`config.mk`:
```
export PLATFORM = sky130hd
export DESIGN_NAME = otf_ctrl
export DESIGN_NICKNAME = d
export VERILOG_FILES = /design/src/otf_pkg.sv /design/src/otf_ctrl.sv
export VERILOG_INCLUDE_DIRS = /design/src /design/src/src
export SDC_FILE = /design/constraint.sdc
export NUM_CORES = 1
export LEC_CHECK = 0
export BUFFER_PORTS_ARGS = -buffer_cell sky130_fd_sc_hd__buf_2
export CAP_MARGIN = 0
export CELL_PAD_IN_SITES_DETAIL_PLACEMENT = 0
export CELL_PAD_IN_SITES_GLOBAL_PLACEMENT = 2
export CORE_MARGIN = 4
export CORE_UTILIZATION = 30
export CTS_CLUSTER_SIZE = 30
export DETAILED_ROUTE_END_ITERATION = 16
export PLACE_DENSITY_LB_ADDON = 0.1
export REMOVE_ABC_BUFFERS = 1
export SETUP_SLACK_MARGIN = 0.4
export SLEW_MARGIN = 20
export SYNTH_ARGS = -nofsm -noshare
export SYNTH_HDL_FRONTEND = slang
export SYNTH_SLANG_ARGS = --single-unit
```
`constraint.sdc`:
```
create_clock -name pclk -period 20.3 [get_ports pclk]
set_clock_uncertainty 0.05 [all_clocks]
set_input_delay 1.015 -clock pclk [delete_from_list [all_inputs] [get_ports pclk]]
set_output_delay 1.015 -clock pclk [all_outputs]
set_load 0.03 [all_outputs]
```
`src/otf_defines.svh`:
```
// constants for the offset trim and filter control block
//==============================================================
`ifndef OTF_DEFINES_SVH
`define OTF_DEFINES_SVH
//==============================================================
// register indices, byte address is four times the index
`define OTF_IDX_TRIM_A   10'h092
`define OTF_IDX_TRIM_B   10'h094
`define OTF_IDX_FILT_LO  10'h097
`define OTF_IDX_FILT_HI  10'h098
`define OTF_IDX_CAL_CTRL 10'h0a0
`define OTF_IDX_CAL_STAT 10'h0a1
//==============================================================
// field positions and reset values
`define OTF_TRIM_MSB     11
`define OTF_BW_LSB       4
`define OTF_FILT_HI_RST  8'h33
`define OTF_FILT_LO_RST  8'h00
`define OTF_CTRL_RST     4'h0
`define OTF_TRIM_FACTORY 12'h800
`define OTF_BW_MIN       4'h1
`define OTF_BW_MAX       4'h5
`define OTF_SHIFT_BASE   5'h09
`define OTF_FRAC         14
`endif

```
`src/otf_pkg.sv`:
```
// types for the offset trim and filter control block
package otf_pkg;
	typedef enum logic [2:0] {
		otf_st_offline = 3'b001,
		otf_st_soak    = 3'b010,
		otf_st_online  = 3'b100
	} otf_state_t;

	typedef struct packed {
		logic        valid;
		logic        input_b;
		logic [1:0]  bank;
		logic [11:0] data;
	} otf_sample_t;

	typedef struct packed {
		logic fg_busy;
		logic foreground_cal_complete;
		logic cal_halted_flag;
		logic conv_cal_done;
	} otf_cal_status_t;

	typedef struct packed {
		logic [11:0]      conv2_input_a_trim;
		logic [11:0]      conv2_input_b_trim;
		logic             keep_low_freq_content;
		logic [3:0]       filter_bandwidth_code;
		logic [3:0]       filter_settle_code;
		logic             offset_cal_enable;
		logic             background_cal_enable;
		logic             background_offset_cal_enable;
		logic             offset_filter_enable;
		logic [3:0][27:0] est;
		otf_state_t       state;
		logic [24:0]      soak_cnt;
		logic [31:0]      prdata;
		logic             pslverr;
		logic             out_valid;
		logic [11:0]      out_data;
	} otf_regs_t;
endpackage : otf_pkg
```
`src/otf_ctrl.sv`:
```
// offset trim and IIR offset filter control with APB register slave
`timescale 1ns/1ps
`include "otf_defines.svh"
module otf_ctrl (
	input  wire logic                    pclk,
	input  wire logic                    presetn,
	// apb slave
	input  wire logic                    psel,
	input  wire logic                    penable,
	input  wire logic                    pwrite,
	input  wire logic [11:0]             paddr,
	input  wire logic [31:0]             pwdata,
	output logic      [31:0]             prdata,
	output logic                         pready,
	output logic                         pslverr,
	// converter samples and calibration status
	input  wire otf_pkg::otf_sample_t    samp_in,
	input  wire otf_pkg::otf_cal_status_t cal_stat,
	// corrected sample and online flag
	output logic                         out_valid,
	output logic      [11:0]             out_data,
	output logic                         conv_online
);
	import otf_pkg::*;

	otf_regs_t r;
	otf_regs_t next_r;

	//==============================================================
	// helpers
	// shift for a bandwidth code, zero for reserved codes
	function automatic logic [4:0] bw_shift(input logic [3:0] code);
		if (code >= `OTF_BW_MIN && code <= `OTF_BW_MAX) begin
			return `OTF_SHIFT_BASE + {1'b0, code};
		end
		return 5'h00;
	endfunction : bw_shift

	// clamp a wide signed value to 12-bit signed
	function automatic logic [11:0] sat12(input logic signed [15:0] v);
		if (v > 16'sd2047) begin
			return 12'h7ff;
		end
		if (v < -16'sd2048) begin
			return 12'h800;
		end
		return v[11:0];
	endfunction : sat12

	// sign-extend a 14-bit value to 16 bits
	function automatic logic signed [15:0] sx16(input logic signed [13:0] v);
		return {{2{v[13]}}, v};
	endfunction : sx16

	// sign-extend a 28-bit estimate to 30 bits
	function automatic logic signed [29:0] sx30(input logic [27:0] v);
		return {{2{v[27]}}, v};
	endfunction : sx30

	// settle length in samples, one sample for reserved codes
	function automatic logic [24:0] settle_len(input logic [3:0] code);
		logic [4:0] sh;
		sh = bw_shift(code);
		if (sh == 5'h00) begin
			return 25'h0000001;
		end
		return 25'h0000001 << sh;
	endfunction : settle_len

	// one iir step: estimate moves by the error times two to minus shift
	function automatic logic [27:0] iir_step(input logic [27:0] est, input logic signed [27:0] e,
		input logic [4:0] sh);
		logic signed [27:0] step;
		step = e >>> sh;
		return est + $unsigned(step);
	endfunction : iir_step

	// trim word of the input being sampled
	function automatic logic [11:0] trim_pick(input otf_regs_t s, input logic sel_b);
		return sel_b ? s.conv2_input_b_trim : s.conv2_input_a_trim;
	endfunction : trim_pick

	// trim removed and midscale restored, 14 bits cannot overflow
	function automatic logic signed [13:0] correct(input logic [11:0] d, input logic [11:0] t);
		return $signed({{2{d[11]}}, d}) - $signed({2'b00, t}) + 14'sd2048;
	endfunction : correct

	// mean of the four bank estimates
	function automatic logic signed [27:0] mean4(input logic [3:0][27:0] e);
		logic signed [29:0] sum;
		sum = sx30(e[0]) + sx30(e[1]) + sx30(e[2]) + sx30(e[3]);
		return sum[29:2];
	endfunction : mean4

	// offset to remove: bank mismatch only, or the whole estimate
	function automatic logic signed [27:0] offset_term(input logic restore, input logic [27:0] own,
		input logic signed [27:0] mean);
		if (restore) begin
			return $signed(own) - mean;
		end
		return $signed(own);
	endfunction : offset_term

	// register read decode, bit 32 flags an unmapped index
	function automatic logic [32:0] read_word(input logic [9:0] i, input otf_regs_t s,
		input otf_cal_status_t c);
		logic [32:0] w;
		w = '0;
		case (i)
			`OTF_IDX_TRIM_A:   w[11:0] = s.conv2_input_a_trim;
			`OTF_IDX_TRIM_B:   w[11:0] = s.conv2_input_b_trim;
			`OTF_IDX_FILT_LO:  w[0]    = s.keep_low_freq_content;
			`OTF_IDX_FILT_HI:  w[7:0]  = {s.filter_bandwidth_code, s.filter_settle_code};
			`OTF_IDX_CAL_CTRL: w[3:0]  = {s.offset_filter_enable,
				s.background_offset_cal_enable, s.background_cal_enable, s.offset_cal_enable};
			`OTF_IDX_CAL_STAT: w[3:0]  = {c.fg_busy, c.cal_halted_flag,
				c.foreground_cal_complete, s.state == otf_st_online};
			default:           w[32]   = 1'b1;
		endcase
		return w;
	endfunction : read_word

	// register write decode, reserved bits dropped, unmapped index ignored
	function automatic otf_regs_t apply_write(input otf_regs_t s, input logic [9:0] i, input logic [31:0] d);
		otf_regs_t n;
		n = s;
		case (i)
			`OTF_IDX_TRIM_A: begin
				n.conv2_input_a_trim = d[`OTF_TRIM_MSB:0];
			end
			`OTF_IDX_TRIM_B: begin
				n.conv2_input_b_trim = d[`OTF_TRIM_MSB:0];
			end
			// restore control, upper bits reserved
			`OTF_IDX_FILT_LO: begin
				n.keep_low_freq_content = d[0];
			end
			`OTF_IDX_FILT_HI: begin
				n.filter_bandwidth_code = d[`OTF_BW_LSB+3:`OTF_BW_LSB];
				n.filter_settle_code    = d[3:0];
			end
			// calibration enables
			`OTF_IDX_CAL_CTRL: begin
				n.offset_cal_enable            = d[0];
				n.background_cal_enable        = d[1];
				n.background_offset_cal_enable = d[2];
				n.offset_filter_enable         = d[3];
			end
			default: ;
		endcase
		return n;
	endfunction : apply_write

	//==============================================================
	// combinational next state
	logic [9:0]         idx;
	logic               setup;
	logic               wr_en;
	// sample correction and filter
	logic [4:0]         shift;
	logic [11:0]        trim_sel;
	logic signed [13:0] corr;
	logic signed [27:0] target;
	logic signed [27:0] err;
	logic signed [27:0] est_mean;
	logic signed [27:0] remove;
	logic signed [15:0] filtered;
	logic               filt_on;
	logic               soak_mode;
	logic [24:0]        soak_len;

	always_comb begin
		next_r     = r;
		idx        = paddr[11:2];
		setup      = psel && !penable;
		wr_en      = psel && penable && pwrite;
		shift      = bw_shift(r.filter_bandwidth_code);
		soak_len   = settle_len(r.filter_settle_code);
		trim_sel   = trim_pick(r, samp_in.input_b);
		corr       = correct(samp_in.data, trim_sel);
		target     = $signed({corr, 14'h0000});
		err        = target - $signed(r.est[samp_in.bank]);
		est_mean   = mean4(r.est);
		remove     = offset_term(r.keep_low_freq_content, r.est[samp_in.bank], est_mean);
		filtered   = sx16(corr) - $signed(remove[27:`OTF_FRAC]);
		soak_mode  = r.offset_filter_enable && r.background_cal_enable;
		filt_on    = r.offset_filter_enable && (shift != 5'h00)
			&& (!soak_mode || r.state == otf_st_online);

		// apb read data and error captured in setup phase
		if (setup) begin
			{next_r.pslverr, next_r.prdata} = read_word(idx, r, cal_stat);
		end

		// apb writes take effect at the access edge
		if (wr_en) begin
			next_r = apply_write(next_r, idx, pwdata);
		end

		// coefficient is two to minus shift
		// code 1 widest bandwidth, code 5 narrowest
		if (samp_in.valid && r.offset_filter_enable && shift != 5'h00) begin
			next_r.est[samp_in.bank] = iir_step(r.est[samp_in.bank], err, shift);
		end
		// estimates restart from zero while the filter is off
		if (!r.offset_filter_enable) begin
			next_r.est = '0;
		end

		// registered corrected sample
		next_r.out_valid = samp_in.valid;
		if (samp_in.valid) begin
			next_r.out_data = filt_on ? sat12(filtered) : sat12(sx16(corr));
		end

		case (r.state)
			otf_st_offline: begin
				if (soak_mode && cal_stat.conv_cal_done) begin
					next_r.state    = otf_st_soak;
					next_r.soak_cnt = soak_len;
				end
			end
			// settle counted in samples
			otf_st_soak: begin
				// enables dropped mid-settle: back offline
				if (!soak_mode) begin
					next_r.state = otf_st_offline;
				end else if (r.soak_cnt <= 25'h0000001) begin
					next_r.state = otf_st_online;
				// idle cycles do not count
				end else if (samp_in.valid) begin
					next_r.soak_cnt = r.soak_cnt - 25'h0000001;
				end
			end
			// recalibration or disable leaves online
			otf_st_online: begin
				if (!soak_mode || cal_stat.conv_cal_done) begin
					next_r.state    = soak_mode ? otf_st_soak : otf_st_offline;
					next_r.soak_cnt = soak_len;
				end
			end
			default: next_r.state = otf_st_offline;
		endcase
	end

	//==============================================================
	// state register
	always_ff @(posedge pclk or negedge presetn) begin
		if (!presetn) begin
			// datapath and bus registers cleared
			r.est                          <= '0;
			r.soak_cnt                     <= '0;
			r.prdata                       <= '0;
			r.pslverr                      <= 1'b0;
			r.out_valid                    <= 1'b0;
			r.out_data                     <= '0;
			r.conv2_input_a_trim           <= `OTF_TRIM_FACTORY;
			r.conv2_input_b_trim           <= `OTF_TRIM_FACTORY;
			r.keep_low_freq_content        <= 1'(`OTF_FILT_LO_RST);
			r.filter_bandwidth_code        <= 4'(`OTF_FILT_HI_RST >> `OTF_BW_LSB);
			r.filter_settle_code           <= 4'(`OTF_FILT_HI_RST);
			// calibration enables off
			{r.offset_filter_enable, r.background_offset_cal_enable,
				r.background_cal_enable, r.offset_cal_enable} <= `OTF_CTRL_RST;
			r.state                        <= otf_st_offline;
		end else begin
			r <= next_r;
		end
	end

	//==============================================================
	// outputs
	assign prdata      = r.prdata;
	// error shown only in the access phase
	assign pslverr     = r.pslverr && psel && penable;
	// zero wait states: ready in every access cycle
	assign pready      = psel && penable;
	assign out_valid   = r.out_valid;
	assign out_data    = r.out_data;
	assign conv_online = (r.state == otf_st_online);
endmodule : otf_ctrl

```
# --- Word-level counts from Yosys, hierarchy flattened ---
# Cells that the tools add are included.
totals:
  register_bits: 223
  latch_bits: 0
  mem_bits_rw: 0
  rom_bits: 0
  inputBits: 69
  out_inout_bits: 48
  word_cells: 135
  mem_count: 0
classes:
  add_sub_neg: 12
  mul: 0
  div_mod_pow: 0
  n_lt_le_gt_ge: 11
  eq_ne: 9
  shifts: 2
  n_mux: 56
  bitwise_logic: 0
  reduce_logical: 26
op_table:
  columns: ["operator", "count"]
  rows:
  - ["two-way mux 112 bit", 2]
  - ["two-way mux 28 bit", 6]
  - ["two-way mux 12 bit", 11]
  - ["two-way mux 25 bit", 5]
  - ["bitwise mux 112 bit", 1]
  - ["one-hot mux 25 bit (3 select lines)", 1]
  - ["equality test 10 x 8 -> 1 bit, second input constant", 6]
  - ["binary-select mux 28 bit (select 2 bit)", 1]
  - ["demux 28 bit (select 2 bit)", 1]
  - ["subtractor 28 bit", 2]
  - ["two-way mux 33 bit", 1]
  - ["adder 29 x 28 -> 30 bit", 1]
  - ["adder 30 x 28 -> 30 bit", 1]
  - ["adder 28 x 28 -> 29 bit", 1]
  - ["adder 28 bit", 1]
  - [">>> shifter 28 x 5 -> 28 bit", 1]
  - ["<= comparator 25 x 1 -> 1 bit, second input constant", 1]
  - ["left shift 1 x 5 -> 25 bit, first input constant", 1]
  - ["subtractor 25 x 1 -> 25 bit, second input constant", 1]
  - ["two-way mux 5 bit", 4]
  - ["> comparator 15 x 12 -> 1 bit, second input constant", 1]
  - ["less-than comparator 15 x 12 -> 1 bit, second input constant", 1]
  - ["two-way mux 1 bit", 15]
  - ["one-hot mux 3 bit (5 select lines)", 1]
  - ["other kinds (26)", 49]

# --- Longest topological paths before layout ---
logic_depth:
  ltp_word: 16
  mapped_depth: 37
  mapped_depth_nobuf: 36

# --- Worst setup path after synthesis ---
# OpenSTA, ideal clock, no wires.
synth_path:
  path_kind: "input to register"
  startpoint: "input samp_in[14] (netlist bit)"
  endpoint: "register r[100] (netlist bit)"
  setup_time_ps: 124
  arrival_time_ps: 8200
  t_required_ps: 20126
  path_slack_ps: 11926
  cell_stages: 34
  cell_sequence: "buf_1 -> mux2i_1 -> ha_1 -> ha_1 -> a21o_1 -> a21oi_1 -> o21a_1 -> nor3_1 -> a21oi_1 -> xnor2_1 -> ha_1 -> clkbuf_1 -> nand2_1 -> o21a_1 -> and2_1 -> a311oi_2 -> o21a_2 -> or3_1 -> a21oi_2 -> nor2_4 -> o22ai_1 -> a221oi_2 -> ha_1 -> fa_1 -> a21o_1 -> a21oi_1 -> nand2b_1 -> o2bb2ai_1 -> o211ai_1 -> a2111o_1 -> a21oi_1 -> o21ai_1 -> and3_1 -> o31a_1"
synth_between:
  elab_chain_len: 9
synth_rtl:
  columns: ["element", "line_no", "rtl"]
  rows:
  - ["start, declared", "otf_ctrl.sv:17", "input wire otf_pkg::otf_sample_t samp_in,"]
  - ["two-way mux 12 bit", "otf_ctrl.sv:80", "return sel_b ? s.conv2_input_b_trim : s.conv2_input_a_trim;"]
  - ["subtractor 12 x 13 -> 14 bit", "otf_ctrl.sv:85", "return $signed({{2{d[11]}}, d}) - $signed({2'b00, t}) + 14'sd2048;"]
  - ["adder 14 x 13 -> 14 bit", "otf_ctrl.sv:85", null]
  - ["subtractor 28 bit", "otf_ctrl.sv:182", "err = target - $signed(r.est[samp_in.bank]);"]
  - [">>> shifter 28 x 5 -> 28 bit", "otf_ctrl.sv:74", "step = e >>> sh;"]
  - ["adder 28 bit", "otf_ctrl.sv:75", "return est + $unsigned(step);"]
  - ["bitwise mux 112 bit", "otf_ctrl.sv:203", "next_r.est[samp_in.bank] = iir_step(r.est[samp_in.bank], err, shift);"]
  - ["two-way mux 112 bit", "otf_ctrl.sv:202", "if (samp_in.valid && r.offset_filter_enable && shift != 5'h00) begin"]
  - ["two-way mux 112 bit", "otf_ctrl.sv:206", "if (!r.offset_filter_enable) begin"]
  - ["end signal, assigned", "otf_ctrl.sv:267", "r <= next_r;"]
  - ["end, declared", "otf_ctrl.sv:26", "otf_regs_t r;"]
# Every way passes these cells.
# A chain may end at the register's enable or synchronous reset.

# --- Worst setup path after layout ---
layout_path:
  startpoint: "input samp_in[14] (netlist bit)"
  endpoint: "register r[183] (netlist bit)"
# The elaborated chain is that of the path after synthesis.

==> summary.txt <==
Outcome
  – Status: finished, final reports clean

Critical path
  – Setup crit start kind: primary input
  – CP max FO: 16
  – Critical Path AT: 10.36 ns
  – Critical Path Start: samp_in[14]
  – Slowest CP cell: xor2_1
  – Crit path capture type: flop
  – Critical Path Max Stage Delay: 0.55 ns
  – Reg-to-Reg Start: r[202]
  – CP Class: primary input to flop
  – WP data required: 20.70 ns

STA
  – Fmax: 0.100 GHz
  – Hold Fails Final Rpt: 0
  – Sum Neg Setup Slack: 0 ns
  – # setup viols final: 0
  – RSZ-0062 raised after global routing: false
  – Slew HR: 25.0%
  – Crit share post-route: 49.1%
  – Minimum clock period: 9.97 ns
  – PnR worst setup slack: 10.33 ns
  – Worst-Margin Slew: 1.12 ns
  – Max Slew Vio Count: 0

Job
  – # Max-Cap Violations: 0

GRT
  – Gr ovfl total: 0
  – Largest net degree at the start of global routing: 87
  – Number of global-route vias before repair: 17,900
  – Total track usage: 19.5%
  – Initial antenna violation count: 0
  – First-pass GRT wire length: 110 mm

Floorplan
  – Initial Util: 30.3%
  – Die Width: 268 µm
  – Rows: 95
  – Core ar.: 67,200 µm²
  – Die ar.: 72,000 µm²
  – Die Y: 268 µm
  – Ports: 117

Finish
  – Proportion of layout cells with a drive suffix above 1: 11.4%
  – Final Cell Area: 22,300 µm²
  – Most frequent cells in the layout: nand2_1 (272), a21oi_1 (214), dfrtp_1 (196), inv_1 (188), o21ai_0 (171)
  – ANT cells: 0
  – Commonest non-fill, non-tap cell in the layout: nand2_1
  – Nets: 2,727
  – Finished Layout Cells: 3,351
  – Area grow syn2layout: 9.69%

Detailed routing
  – Pre-Repair DR Iteration Count: 6
  – Drt wl/cell: 21.3 µm
  – DRC viols: 0
  – Vias: 18,100
  – Drt via density: 5.41
  – Final antenna-violating net count: 0
  – Routed WL: 71.5 mm
  – Iter 0 DRT Violations: 1,175

Placement
  – Final Wtd Congestion: 0.850
  – Placed cell areas: 21,300 µm²
  – Placed wire-length estimate: 52.6 mm
  – Placed Cells: 3,296
  – Port Buffers: 74
  – Pre-CTS setup slack: 9.74 ns

Yosys
  – Synth Flop Type: dfrtp_1
  – Post-synth EDFFs: 0
  – Avg Cell Area, Syn: 8.23 µm²
  – Unique masters post-synth: 90
  – Post-Synthesis Cells: 2,468
  – Post-Syn Area: 20,300 µm²
  – Post-synthesis sequential area ratio: 25.0%
  – #FFs+latches synth: 203
  – Post-synth ARST share: 100%
  – Ys Warns: 0

Clock network
  – CTS Hold Buffers Added: 0
  – Clk sinks: 203
  – Worst-Skew Late Latency: 0.59 ns
  – Max clock buf depth: 3
  – Num CTS Buffers: 30
  – CTS Root Cell: clkbuf_16
  – Clock-pin slew on the worst setup and hold paths: 0.06 ns
  – Cts repair resizes: 0
  – Setup Buffers After CTS: 0
  – CTS tree: built
  – H-tree Lvls: 1

Pwr
  – Pwr/cell area: 61.8 nW/µm²
  – P_leak: 9.54 nW
  – Worst-case vdd ir drop: 0.0636 mV
  – Tot Pwr: 1.38 mW

Worst hold path
  – Worst Hold Class: primary input to async pin
==> Yosys cell counts, types with 7 or more instances <==
cell	number	area, µm²
nor4_1	31	194
xor2_1	41	359
a211o_1	9	78.8
a21o_1	42	315
inv_1	189	709
nand2_1	273	1020
ha_1	142	1780
a211oi_1	29	218
a31oi_1	22	138
o221a_2	11	124
a222oi_1	7	70.1
o2bb2ai_1	8	70.1
nor2_1	170	638
clkbuf_1	101	379
fa_1	61	1220
and3_1	24	150
buf_1	11	41.3
o22ai_1	7	43.8
or4_1	8	60.1
o21a_1	21	158
a2111oi_0	8	70.1
o31ai_1	22	165
o21bai_1	15	113
nand2b_1	29	181
xnor2_1	53	464
a21oi_1	214	1070
nand3_1	62	310
mux2i_1	45	450
nand4_1	16	100
buf_4	45	338
mux4_2	28	631
nor2b_1	28	175
mux2_2	40	450
nor3_1	64	320
and2_1	16	100
a22oi_1	14	105
dfstp_2	7	184
dfrtp_1	196	4900
or2_2	13	81.3
or3_1	25	156
o21ai_0	172	861
o211ai_1	31	233
==> power breakdown <==
part           switching, mW  total [mW]  internal [mW]  leakage (nW)
sequential           0.00600       0.418          0.412          2.71
clock                  0.211       0.536          0.325         0.491
combinational          0.284       0.425          0.141          6.34
total                  0.501        1.38          0.878          9.54
==> worst max-delay path: cells and delay by family <==
kind,cells,cell delay [ns]
muxes,1,0.31
adders and majority gates,4,1.44
AOI/OAI and AO/OA,20,4.80
xor gates and xnor gates,2,0.94
buffers and inverters,1,0.36
and+or+nand+nor,4,1.46
==> path summary, 6_finish.rpt <==
check                               to  slack (ns)  cells past startpoint
setup / recovery                r[183]       10.33                     32
min in group pclk            prdata[3]        0.42                      1
hold / removal               prdata[7]        0.41                      1
hold reg to reg              prdata[3]        0.42                      1
setup reg to reg                r[183]       10.83                     31
max in group asynchronous  out_data[5]       17.57                      3
==> layout make-up <==
type	count	area [µm²]
Clock buffer	44	885
Clock inverter	11	118
Fill cell	7078	44900
Inverter	190	713
Multi-Input combinational cell	1926	13800
Sequential cell	203	5090
Tap cell	873	1090
Timing Repair Buffer	104	604
==> registers in the layout, indices dropped and copies added (netlist names) <==
signal and flops:
prdata 12, out_valid 1, r 178, out_data 12
==> per-layer routing <==
metal	share of wire, %	up-vias	global-route usage (%)
li1	-	8775	-
met4	1.4	0	2.76
met3	3.9	50	2.12
met1	47	8925	27.1
met2	48	369	33.8
met5	0	-	0
==> cell families after synthesis <==
logic type	count (synthesis)	share of synthesized area, %
mux	115	7.79
simple gates	782	18.2
fa+ha+maj	203	14.8
buf+inv	358	7.66
other cells	1	0.0185
xor+xnor	94	4.05
compound gates	712	22.5
flops	203	25.0
==> metrics by stage <==
stage	util (%)	hold WS (ns)
after CTS	33.2	0.428
after global placement	31.7	0.405
final	33.2	0.413
after detailed placement	31.7	0.416
after global routing	33.2	0.451
after floorplan	-	0.390
No activity file was read; power rests on OpenSTA's default activity.
